$ cat src/verilog/spsf_pkg.sv
`default_nettype none
package spsf_pkg;
    localparam logic [7:0] OFS_STATUS = 8'h00;
    localparam logic [7:0] OFS_CTRL   = 8'h04;
    localparam logic [7:0] OFS_ADDR   = 8'h08;
    localparam logic [7:0] OFS_IRQ_ST = 8'h0c;
    localparam logic [7:0] OFS_IRQ_CL = 8'h10;
    localparam logic [7:0] OFS_IRQ_EN = 8'h14;
    localparam logic [7:0] OFS_LINK   = 8'h18;
    localparam int BIT_SLEW  = 7;
    localparam int BIT_CKE   = 6;
    localparam int BIT_STOP  = 4;
    localparam int BIT_START = 3;
    localparam int BIT_RW    = 2;
    localparam int BIT_UPD   = 1;
    localparam int CTL_EN    = 0;
    localparam int CTL_POL   = 1;
    localparam int CTL_TWO   = 2;
    localparam int CTL_TEN   = 3;
    localparam int IRQ_START = 0;
    localparam int IRQ_STOP  = 1;
    localparam int IRQ_MATCH = 2;
    localparam logic [9:0] ADDR_RST   = 10'h000;
    localparam logic [3:0] CTRL_RST   = 4'h0;
    localparam logic [4:0] TEN_PREFIX = 5'h1e;
    localparam logic [3:0] BYTE_BITS  = 4'h8;
    typedef struct packed {
        logic sample_phase_slew_sel;
        logic cke;
        logic data_addr;
        logic stop;
        logic start;
        logic rw;
        logic update_address_flag;
        logic full;
    } spsf_status_t;
    typedef struct packed {
        logic ten_bit;
        logic two_wire;
        logic polarity;
        logic enable;
    } spsf_ctrl_t;
    typedef enum logic [1:0] {S_IDLE, S_ADDR, S_ACK, S_SKIP} spsf_state_t;
endpackage : spsf_pkg
`default_nettype wire

$ cat src/verilog/spsf_top.sv
// Added by the designer: the APB interface to the registers and the register offsets.
`timescale 1ns/10ps
`default_nettype none
module spsf_top (
    input  wire logic        pclk,
    input  wire logic        presetn,
    input  wire logic        psel,
    input  wire logic        penable,
    input  wire logic        pwrite,
    input  wire logic [7:0]  paddr,
    input  wire logic [31:0] pwdata,
    output logic      [31:0] prdata,
    output logic             pready,
    output logic             pslverr,
    input  wire logic        scl_i,
    input  wire logic        sda_i,
    output logic             slew_limit_off,
    output logic             smbus_levels,
    output logic             idle_clock_level,
    output logic             irq
);
    import spsf_pkg::*;

    spsf_status_t st_q;
    spsf_ctrl_t   ctl_q;
    spsf_state_t  state_q;
    logic [9:0]   addr_q;
    logic [2:0]   irq_st_q, irq_en_q;
    logic         rw_valid_q, second_q;
    logic [3:0]   cnt_q;
    logic [7:0]   shift_q;
    logic [1:0]   scl_s, sda_s;
    logic         scl_p, sda_p;
    logic [31:0]  prdata_q;
    logic         pready_q, pslverr_q, irq_q;
    logic         slew_q, smb_q, idle_q;

    // Link pins are asynchronous; first stage feeds only the second
    always_ff @(posedge pclk or negedge presetn) begin
        if (!presetn) begin
            scl_s <= 2'h3;
            sda_s <= 2'h3;
            scl_p <= 1'b1;
            sda_p <= 1'b1;
        end else begin
            scl_s <= {scl_s[0], scl_i};
            sda_s <= {sda_s[0], sda_i};
            scl_p <= scl_s[1];
            sda_p <= sda_s[1];
        end
    end

    logic scl, sda, scl_rise, start_ev, stop_ev, en;
    assign scl      = scl_s[1];
    assign sda      = sda_s[1];
    assign scl_rise = scl & ~scl_p;
    assign en       = ctl_q.enable & ctl_q.two_wire;
    assign start_ev = en & scl & scl_p & sda_p & ~sda;
    assign stop_ev  = en & scl & scl_p & ~sda_p & sda;

    // APB decode
    logic acc, wr, rd_unmapped;
    assign acc = psel & penable & pready_q;
    assign wr  = acc & pwrite;
    assign rd_unmapped = !(paddr == OFS_STATUS || paddr == OFS_CTRL
        || paddr == OFS_ADDR || paddr == OFS_IRQ_ST || paddr == OFS_IRQ_CL
        || paddr == OFS_IRQ_EN || paddr == OFS_LINK);

    // Address byte decode at the eighth clock
    logic [7:0] byte_in;
    logic       last_bit, match_now, is_first_ten;
    assign byte_in   = {shift_q[6:0], sda};
    assign last_bit  = (state_q == S_ADDR) && scl_rise && (cnt_q == BYTE_BITS - 4'h1);
    assign is_first_ten = ctl_q.ten_bit && !second_q;
    always_comb begin
        if (!ctl_q.ten_bit)
            match_now = byte_in[7:1] == addr_q[6:0];
        else if (!second_q)
            match_now = byte_in[7:1] == {TEN_PREFIX, addr_q[9:8]};
        else
            match_now = byte_in == addr_q[7:0];
    end
    logic match_ev;
    assign match_ev = last_bit & match_now;

    // Receiver sequence
    always_ff @(posedge pclk or negedge presetn) begin
        if (!presetn) begin
            state_q  <= S_IDLE;
            cnt_q    <= 4'h0;
            shift_q  <= 8'h00;
            second_q <= 1'b0;
        end else if (!en || start_ev || stop_ev) begin
            state_q  <= start_ev ? S_ADDR : S_IDLE;
            cnt_q    <= 4'h0;
            second_q <= 1'b0;
        end else begin
            case (state_q)
                S_ADDR: begin
                    if (scl_rise) begin
                        shift_q <= byte_in;
                        cnt_q   <= cnt_q + 4'h1;
                        if (last_bit)
                            state_q <= match_now ? S_ACK : S_SKIP;
                    end
                end
                S_ACK: begin
                    if (scl_rise) begin
                        cnt_q <= 4'h0;
                        if (is_first_ten && !shift_q[0]) begin
                            second_q <= 1'b1;
                            state_q  <= S_ADDR;
                        end else begin
                            state_q <= S_SKIP;
                        end
                    end
                end
                default: state_q <= state_q;
            endcase
        end
    end

    // Bus condition flags
    always_ff @(posedge pclk or negedge presetn) begin
        if (!presetn) begin
            st_q.start <= 1'b0;
            st_q.stop  <= 1'b0;
        end else if (!ctl_q.enable) begin
            st_q.start <= 1'b0;
            st_q.stop  <= 1'b0;
        end else if (start_ev) begin
            st_q.start <= 1'b1;
            st_q.stop  <= 1'b0;
        end else if (stop_ev) begin
            st_q.stop  <= 1'b1;
            st_q.start <= 1'b0;
        end
    end

    // Direction and its validity window
    logic nack_ev;
    assign nack_ev = (state_q == S_ACK) && scl_rise && sda;
    always_ff @(posedge pclk or negedge presetn) begin
        if (!presetn) begin
            st_q.rw    <= 1'b0;
            rw_valid_q <= 1'b0;
        end else if (!ctl_q.enable) begin
            st_q.rw    <= 1'b0;
            rw_valid_q <= 1'b0;
        end else if (match_ev) begin
            st_q.rw    <= byte_in[0];
            rw_valid_q <= 1'b1;
        end else if (start_ev || stop_ev || nack_ev) begin
            rw_valid_q <= 1'b0;
        end
    end

    // Update-address request; a set in the same cycle as the reload wins
    always_ff @(posedge pclk or negedge presetn) begin
        if (!presetn)
            st_q.update_address_flag <= 1'b0;
        else if (!ctl_q.enable || !ctl_q.ten_bit)
            st_q.update_address_flag <= 1'b0;
        else if (match_ev)
            st_q.update_address_flag <= 1'b1;
        else if (wr && paddr == OFS_ADDR)
            st_q.update_address_flag <= 1'b0;
    end

    // Unimplemented status bits read as zero
    always_ff @(posedge pclk or negedge presetn) begin
        if (!presetn) begin
            st_q.data_addr <= 1'b0;
            st_q.full      <= 1'b0;
        end else begin
            st_q.data_addr <= 1'b0;
            st_q.full      <= 1'b0;
        end
    end

    // Software-written configuration
    always_ff @(posedge pclk or negedge presetn) begin
        if (!presetn) begin
            st_q.sample_phase_slew_sel <= 1'b0;
            st_q.cke                   <= 1'b0;
            ctl_q    <= CTRL_RST;
            addr_q   <= ADDR_RST;
            irq_en_q <= 3'h0;
        end else if (wr) begin
            if (paddr == OFS_STATUS) begin
                st_q.sample_phase_slew_sel <= pwdata[BIT_SLEW];
                st_q.cke                   <= pwdata[BIT_CKE];
            end else if (paddr == OFS_CTRL) begin
                ctl_q <= pwdata[3:0];
            end else if (paddr == OFS_ADDR) begin
                addr_q <= pwdata[9:0];
            end else if (paddr == OFS_IRQ_EN) begin
                irq_en_q <= pwdata[2:0];
            end
        end
    end

    // Sticky events; hardware set beats a clear in the same cycle
    logic [2:0] ev;
    assign ev = {match_ev, stop_ev, start_ev};
    always_ff @(posedge pclk or negedge presetn) begin
        if (!presetn)
            irq_st_q <= 3'h0;
        else if (wr && paddr == OFS_IRQ_CL)
            irq_st_q <= (irq_st_q & ~pwdata[2:0]) | ev;
        else
            irq_st_q <= irq_st_q | ev;
    end

    // Registered outputs
    always_ff @(posedge pclk or negedge presetn) begin
        if (!presetn) begin
            irq_q  <= 1'b0;
            slew_q <= 1'b0;
            smb_q  <= 1'b0;
            idle_q <= 1'b0;
        end else begin
            irq_q  <= |(irq_st_q & irq_en_q);
            slew_q <= ctl_q.two_wire & st_q.sample_phase_slew_sel;
            smb_q  <= ctl_q.two_wire & st_q.cke;
            idle_q <= ctl_q.polarity;
        end
    end

    // One wait state, then the answer
    always_ff @(posedge pclk or negedge presetn) begin
        if (!presetn) begin
            pready_q  <= 1'b0;
            pslverr_q <= 1'b0;
            prdata_q  <= 32'h0000_0000;
        end else begin
            pready_q  <= psel & penable & ~pready_q;
            pslverr_q <= psel & penable & ~pready_q & rd_unmapped;
            prdata_q  <= 32'h0000_0000;
            if (psel && penable && !pready_q && !pwrite) begin
                if (paddr == OFS_STATUS)
                    prdata_q <= {24'h000000, st_q};
                else if (paddr == OFS_CTRL)
                    prdata_q <= {28'h0000000, ctl_q};
                else if (paddr == OFS_ADDR)
                    prdata_q <= {22'h000000, addr_q};
                else if (paddr == OFS_IRQ_ST)
                    prdata_q <= {29'h00000000, irq_st_q};
                else if (paddr == OFS_IRQ_EN)
                    prdata_q <= {29'h00000000, irq_en_q};
                else if (paddr == OFS_LINK)
                    prdata_q <= {30'h00000000, rw_valid_q, state_q != S_IDLE};
            end
        end
    end

    assign prdata           = prdata_q;
    assign pready           = pready_q;
    assign pslverr          = pslverr_q;
    assign irq              = irq_q;
    assign slew_limit_off   = slew_q;
    assign smbus_levels     = smb_q;
    assign idle_clock_level = idle_q;

    a_stop_clears_start: assert property (@(posedge pclk) disable iff (!presetn)
        stop_ev && ctl_q.enable |=> !st_q.start && st_q.stop)
        else $error("start flag survived a stop");
    a_start_sets_flag: assert property (@(posedge pclk) disable iff (!presetn)
        start_ev && ctl_q.enable |=> st_q.start && !st_q.stop)
        else $error("start flag not set");
    a_disable_clears_stop: assert property (@(posedge pclk) disable iff (!presetn)
        !ctl_q.enable |=> !st_q.stop)
        else $error("stop flag kept while disabled");
    a_disable_clears_flags: assert property (@(posedge pclk) disable iff (!presetn)
        $fell(ctl_q.enable) |-> ##1 !st_q.start && !st_q.stop)
        else $error("flags kept after disable");
    a_dir_from_match: assert property (@(posedge pclk) disable iff (!presetn)
        match_ev && ctl_q.enable |=> st_q.rw == $past(sda) && rw_valid_q)
        else $error("direction not taken from address");
    a_dir_window_ends: assert property (@(posedge pclk) disable iff (!presetn)
        (start_ev || stop_ev || nack_ev) && !match_ev |=> !rw_valid_q)
        else $error("direction still valid");
    a_ua_only_ten: assert property (@(posedge pclk) disable iff (!presetn)
        !ctl_q.ten_bit |=> !st_q.update_address_flag)
        else $error("update flag outside ten-bit mode");
    a_slew_follows: assert property (@(posedge pclk) disable iff (!presetn)
        ##1 slew_limit_off == $past(ctl_q.two_wire && st_q.sample_phase_slew_sel))
        else $error("slew control mismatch");
    a_smbus_follows: assert property (@(posedge pclk) disable iff (!presetn)
        ##1 smbus_levels == $past(ctl_q.two_wire && st_q.cke))
        else $error("threshold select mismatch");
    a_idle_follows: assert property (@(posedge pclk) disable iff (!presetn)
        ##1 idle_clock_level == $past(ctl_q.polarity))
        else $error("idle level mismatch");
    a_upd_set_match: assert property (@(posedge pclk) disable iff (!presetn)
        match_ev && ctl_q.enable && ctl_q.ten_bit |=> st_q.update_address_flag)
        else $error("update flag not set on match");
    a_flags_exclusive: assert property (@(posedge pclk) disable iff (!presetn)
        !(st_q.start && st_q.stop))
        else $error("start and stop flags both set");
endmodule : spsf_top
`default_nettype wire
$ cat config.mk
export PLATFORM = sky130hd
export DESIGN_NAME = spsf_top
export DESIGN_NICKNAME = d
export VERILOG_FILES = /design/src/verilog/spsf_pkg.sv /design/src/verilog/spsf_top.sv
export SDC_FILE = /design/constraint.sdc
export NUM_CORES = 1
export LEC_CHECK = 0
export BUFFER_PORTS_ARGS = -buffer_cell sky130_fd_sc_hd__buf_4
export CAP_MARGIN = 30
export CORE_ASPECT_RATIO = 0.6
export CORE_MARGIN = 1.5
export CORE_UTILIZATION = 44
export CTS_CLUSTER_SIZE = 24
export DETAILED_ROUTE_END_ITERATION = 6
export GPL_TIMING_DRIVEN = 0
export PLACE_DENSITY = 0.69
export RECOVER_POWER = 25
export SKIP_LAST_GASP = 1
export SYNTH_ARGS = -nofsm -noshare
export SYNTH_HDL_FRONTEND = slang
export SYNTH_SLANG_ARGS = --single-unit
$ cat constraint.sdc
create_clock -name pclk -period 3.85 [get_ports pclk]
set_input_delay 0 -clock pclk [delete_from_list [all_inputs] [get_ports pclk]]
set_output_delay 0 -clock pclk [all_outputs]
set_load 0.01 [all_outputs]
Yosys cells after proc, flatten, opt, wreduce, memory -nomap -nowiden --
Cells that the tools add are included.
Word-level totals: word-level logic and storage cells 160, output and inout port bits 38, bits in registers 85
Operators by class: muxes and demuxes 37, eq/ne operators 18, $add $sub $neg 1, bitwise logic cells 29, reduce and logical (&&, ||, !) cells 46
Operators with widths (number):
- 10-bit two-way mux | 4
- 8-bit by 5-bit == test with 1-bit output (second input constant) | 3
- 2-bit two-way mux | 9
- 1-bit bitwise AND | 16
- 8-bit by 4-bit == test with 1-bit output (second input constant) | 2
- 1-bit two-way mux | 16
- 7-bit == test | 2
- 4-bit two-way mux | 3
- 3-bit AND reduction | 4
- 1-bit logical AND | 11
- 1-bit logical OR | 11
- 3-bit two-way mux | 3
- 8-bit by 3-bit == test with 1-bit output (second input constant) | 1
- 8-bit == test | 1
- 1-bit logical NOT | 8
- 8-bit logical NOT | 1
- 1-bit NOT | 8
- 4-bit case mux with 2 select lines | 1
- 4-bit AND reduction | 2
- 2-bit nonzero test | 4
- 3-bit bitwise AND | 2
- 3-bit by 1-bit inequality test with 1-bit output (second input constant) | 2
- 3-bit by 2-bit inequality test with 1-bit output (second input constant) | 2
- 3-bit bitwise OR | 2
- 12 further kinds | 13

Longest topological paths before layout --
depth after elaboration 10, depth in mapped cells 7, mapped depth without buffers 5

Worst setup path after synthesis --
Ideal clock, no wire load.
path type flip-flop to flip-flop, from reg sda_s[1], to reg shift_q[0], data required time 3725 ps, arrival 1770 ps, setup slack 1955 ps, clock period less this slack 1895 ps, cell stages (with the launch flop) 8, path through dfstp_2 > buf_6 > xor2_1 > nand3_1 > nand3_2 > or4_4 > buf_6 > mux2_4
On the way: cells in the longest elaborated chain, start to end 6, elaborated cells between the ends (all ways) 7
RTL lines:
- start, declared | RTL line spsf_top.sv:32 | logic [1:0] scl_s, sda_s;
- start signal, assigned | RTL line spsf_top.sv:47 | sda_s <= {sda_s[0], sda_i};
- 1-bit NOT | RTL line spsf_top.sv:58 | assign start_ev = en & scl & scl_p & sda_p & ~sda;
- 1-bit bitwise AND | RTL line spsf_top.sv:58
- 1-bit logical OR (2 in a row) | RTL line spsf_top.sv:93 | end else if (!en || start_ev || stop_ev) begin
- 1-bit NOT (no source line)
- 3-bit AND reduction (no source line)
- end signal, assigned | RTL line spsf_top.sv:101 | shift_q <= byte_in;
- end, declared | RTL line spsf_top.sv:31 | logic [7:0] shift_q;
Several ways; a longest one is shown, not always the timed one. A chain may end at the register's enable or synchronous reset.

Final worst setup path --
from reg sda_s[1], to reg shift_q[6]
On the way: cells in the longest elaborated chain, start to end 6, elaborated cells between the ends (all ways) 7
RTL lines (RTL line):
- 1-bit NOT | spsf_top.sv:58
- 1-bit bitwise AND | spsf_top.sv:58
- 1-bit logical OR | spsf_top.sv:93
- 1-bit logical OR * | spsf_top.sv:93
- 1-bit NOT (no source line) *
- 3-bit AND reduction (no source line) *
Every way passes the cells marked *; elsewhere a longest branch is shown, timed or not.

==> impl_results.md <==
- Status: finished with violations
- Failing checks: max-capacitance violations, max-slew violations
- Worst Setup End Kind: register
- Unrepaired setup endpoints after global routing: no
- Number of max-cap violations: 1
- Setup Total Neg Slack: 0 ns
- Net Sw Power: 0.327 mW
- H-tree depth: 3
- Share of cells above drive strength 1: 0.261
- Residual DRC: 0
- Simple-Gate Fraction of Synth Area: 0.142
- Net Sw Frac: 0.213
- Largest net degree at the start of global routing: 64
- Rel. slew slack: -0.0201
- Buf+Inv Stages, Crit Path: 2
- ANT cells: 0
- Total number of vias: 2383
- Clock power share: 0.490
- WP data required: 4.06 ns
- VDD IR-drop max: 0.287 mV
- Ys Warns: 0
- Clock transition at the registers of the reported paths: 0.05 ns
- Max Clk Rate: 486 MHz
- R2R depth: 7
- Global route total overflow: 0
- Fin crit share: 0.535
- Ys flop type: dfrtp_1
- Critical Path AT: 2.27 ns
- First-pass GRT wire length: 11.6 mm
- Vias per cell: 5.10
- Internal power: 1.21 mW
- Clk_lat worst skew: 0.33 ns
- Die W: 113 um
- Final hold viol count: 0
- Wirelength per Cell: 15.4 um
- Avg Cell Area, Syn: 11.1 um2
- Yosys reg bits: 63
- Main combinational cell family by area after synthesis: simple AND/OR/NAND/NOR gates
- P_leak: 1.98 nW
- Crit path from: sda_s[1]
- Synth cell count leaders: 57 x dfrtp_1, 22 x buf_4, 21 x nand2_1
- Reg power frac: 0.439
- Cell family with most CP delay: simple AND/OR/NAND/NOR gates
- Sequential share of the synthesized area: 0.494
- Dominant cells by area after synthesis: dfrtp_1 44%, mux2_2 7.0%, buf_4 5.2%
- Vias in the first global route: 2256
- Mapped Area: 3210 um2
- Initial Util: 0.468
- Synth Area in Adders: 0.00390
- Worst Setup EP: shift_q[6]
- Finish-stage setup viols: 0
- NumNets Final: 423
- Area growth from synthesis to layout: 26.3%
- Die ar.: 7830 um2
- DR pass1 iterations: 4
- Period minus WS final: 2.06 ns
- Post-synthesis mux area share: 0.125
- Most common cell in the netlist: dfrtp_1
- Setup Buffers After CTS: 0
- CP Depth: 7
- Initial antenna violation count: 0
- Longest Clk Path Bufs: 2
- Combinational share of power: 0.070
- Clock sink count: 63
- Pwr Density: 379 nW/um2
- Post-Synth XOR/XNOR Area: 0.0492
- Top cell type's share of synthesized area: 0.445
- I/O Buffers: 38
- Boundary Pins: 85
- Final Max Slew Viols: 64
- FF-to-FF setup slack: 1.79 ns
- Cell mode on critical path: buf_6
- Final HPWL DP: 5.10 mm
- Final wirelength: 7.18 mm
- Hold WC Path Type: in -> reg
- Crit-path max FO: 9
- Clock skew: 0.00477 ns
- Starting DRT DRC Count: 159
- Leading area contributor after synthesis: dfrtp_1
- Hold_ws: 0.0531 ns
- Root Buffer: clkbuf_16
- Core area: 6850 um2
- Synth Area in Compound Gates: 0.0987
- Kind of critical path: reg -> reg
- Row cnt: 23
- Die H: 69.1 um
- Worst Tran Pin Value: 1.53 ns
- Slowest CP cell: dfstp_1
- Syn Inst Count: 290
- Startpoint types: register
- GRT Util Overall: 0.197
- Slowest stage delay, CP: 0.53 ns
- Post-synth EDFFs: 0
- CP Cell Sequence: buf_6 > xor2_1 > nand3_1 > nand3_2 > or4_4 > buf_6 > mux2_4
- FF-to-FF Start: sda_s[1]
- Num CTS Buffers: 9
- Ys async rst share: 1.00
- Yosys cell types: 55
- Gpl congestion: 0.949
- Detail Route Antenna Nets: 0
- RR Endpoint: shift_q[6]
- CTS tree: built
[per-layer routing]
metal / track usage / part of all wire / vias to the layer above
li1: - / - / 1157
met1: 0.295 / 0.52 / 1156
met2: 0.256 / 0.40 / 57
met3: 0.0739 / 0.060 / 13
met4: 0.0736 / 0.019 / 0
met5: 0 / 0 / -
[layout make-up]
type | instances | area, um2
multi-input cells | 207 | 1420
well taps | 87 | 109
clock buffers | 16 | 282
repair buffers | 53 | 373
flip-flops and latches | 63 | 1580
plain buffers | 35 | 255
fillers | 607 | 2800
inverters | 6 | 22.5
[placed cells by master (no fill, tap or decap), drive strengths merged, types with 2 or more instances in the layout]
cell type	n
dfrtp	57
buf	46
clkbuf	43
mux2	27
conb	22
nand2	21
nor2	16
dlygate4sd3	15
a21oi	14
xor2	14
nor3	14
o21ai	8
mux2i	7
and2	7
inv	6
dfstp	6
nand4	5
xnor2	4
a41oi	4
nand3	4
a21boi	3
nor2b	3
or4	3
nor4	3
a31oi	2
a221oi	2
nand2b	2
a21o	2
a2bb2oi	2
[how the worst min path moves through the flow]
stage,depth (start not counted),to,from
4_1_cts,3,prdata[1],pwrite
3_3_place_gp,1,sda_s[0],sda_i
3_5_place_dp,1,scl_s[0],scl_i
5_1_grt,3,prdata[1],pwrite
2_1_floorplan,0,addr_q[0],presetn
6_report,3,prdata[1],pwrite
[state kept, by name (all words and copies together) (netlist names), 2 cells and up]
register  count
addr_q       10
cnt_q         4
ctl_q         4
irq_en_q      3
irq_st_q      3
prdata       10
scl_s         2
sda_s         2
shift_q       7
st_q          6
state_q       2
[worst min-delay path, delay by kind of cell]
kind                   cells  cell delay (ns)
and+or+nand+nor            2             0.25
buffers and inverters      1             0.09
[what timing repair did]
action / in CTS / in global routing
hold buffers: 15 / 0
endpoints found under the hold margin: 83 / 0
endpoints found under the setup margin: 0 / 0
gates resized for setup: 0 / 0
[cells by family (layout without fill, tap and decap cells)]
| kind of cell | after synthesis | after routing |
|---|---|---|
| muxes | 34 | 34 |
| AOI/OAI and AO/OA | 47 | 47 |
| other | 1 | 22 |
| buffers and inverters | 41 | 110 |
| DFF | 63 | 63 |
| xor gates and xnor gates | 18 | 18 |
| adders and majority gates | 1 | 1 |
| and+or+nand+nor | 85 | 85 |
[power groups by stage]
| stage | Clock [mW] | Combinational [mW] | Sequential (mW) |
|---|---|---|---|
| final | 0.754 | 0.108 | 0.675 |
| after floorplan | 0 | 0.0520 | 0.686 |
| after CTS | 0.773 | 0.109 | 0.675 |
| after detailed placement | 0 | 0.0969 | 0.686 |
| after global placement | 0 | 0.0957 | 0.686 |
| after global routing | 0.802 | 0.119 | 0.675 |
[metrics by stage]
stage               total power, mW  std cells  cell area [um2]  setup slack [ns]   util
detailed placement            0.783        436             3680              1.80  0.537
floorplan                     0.738        311             3290              1.95      -
global route                   1.60        467             4050              1.64  0.591
global placement              0.781        436             3680              1.81  0.537
finish                         1.54        467             4050              1.79  0.591
CTS                            1.56        467             4110              1.79  0.600
Note: power is estimated with default switching activity, not from simulation.
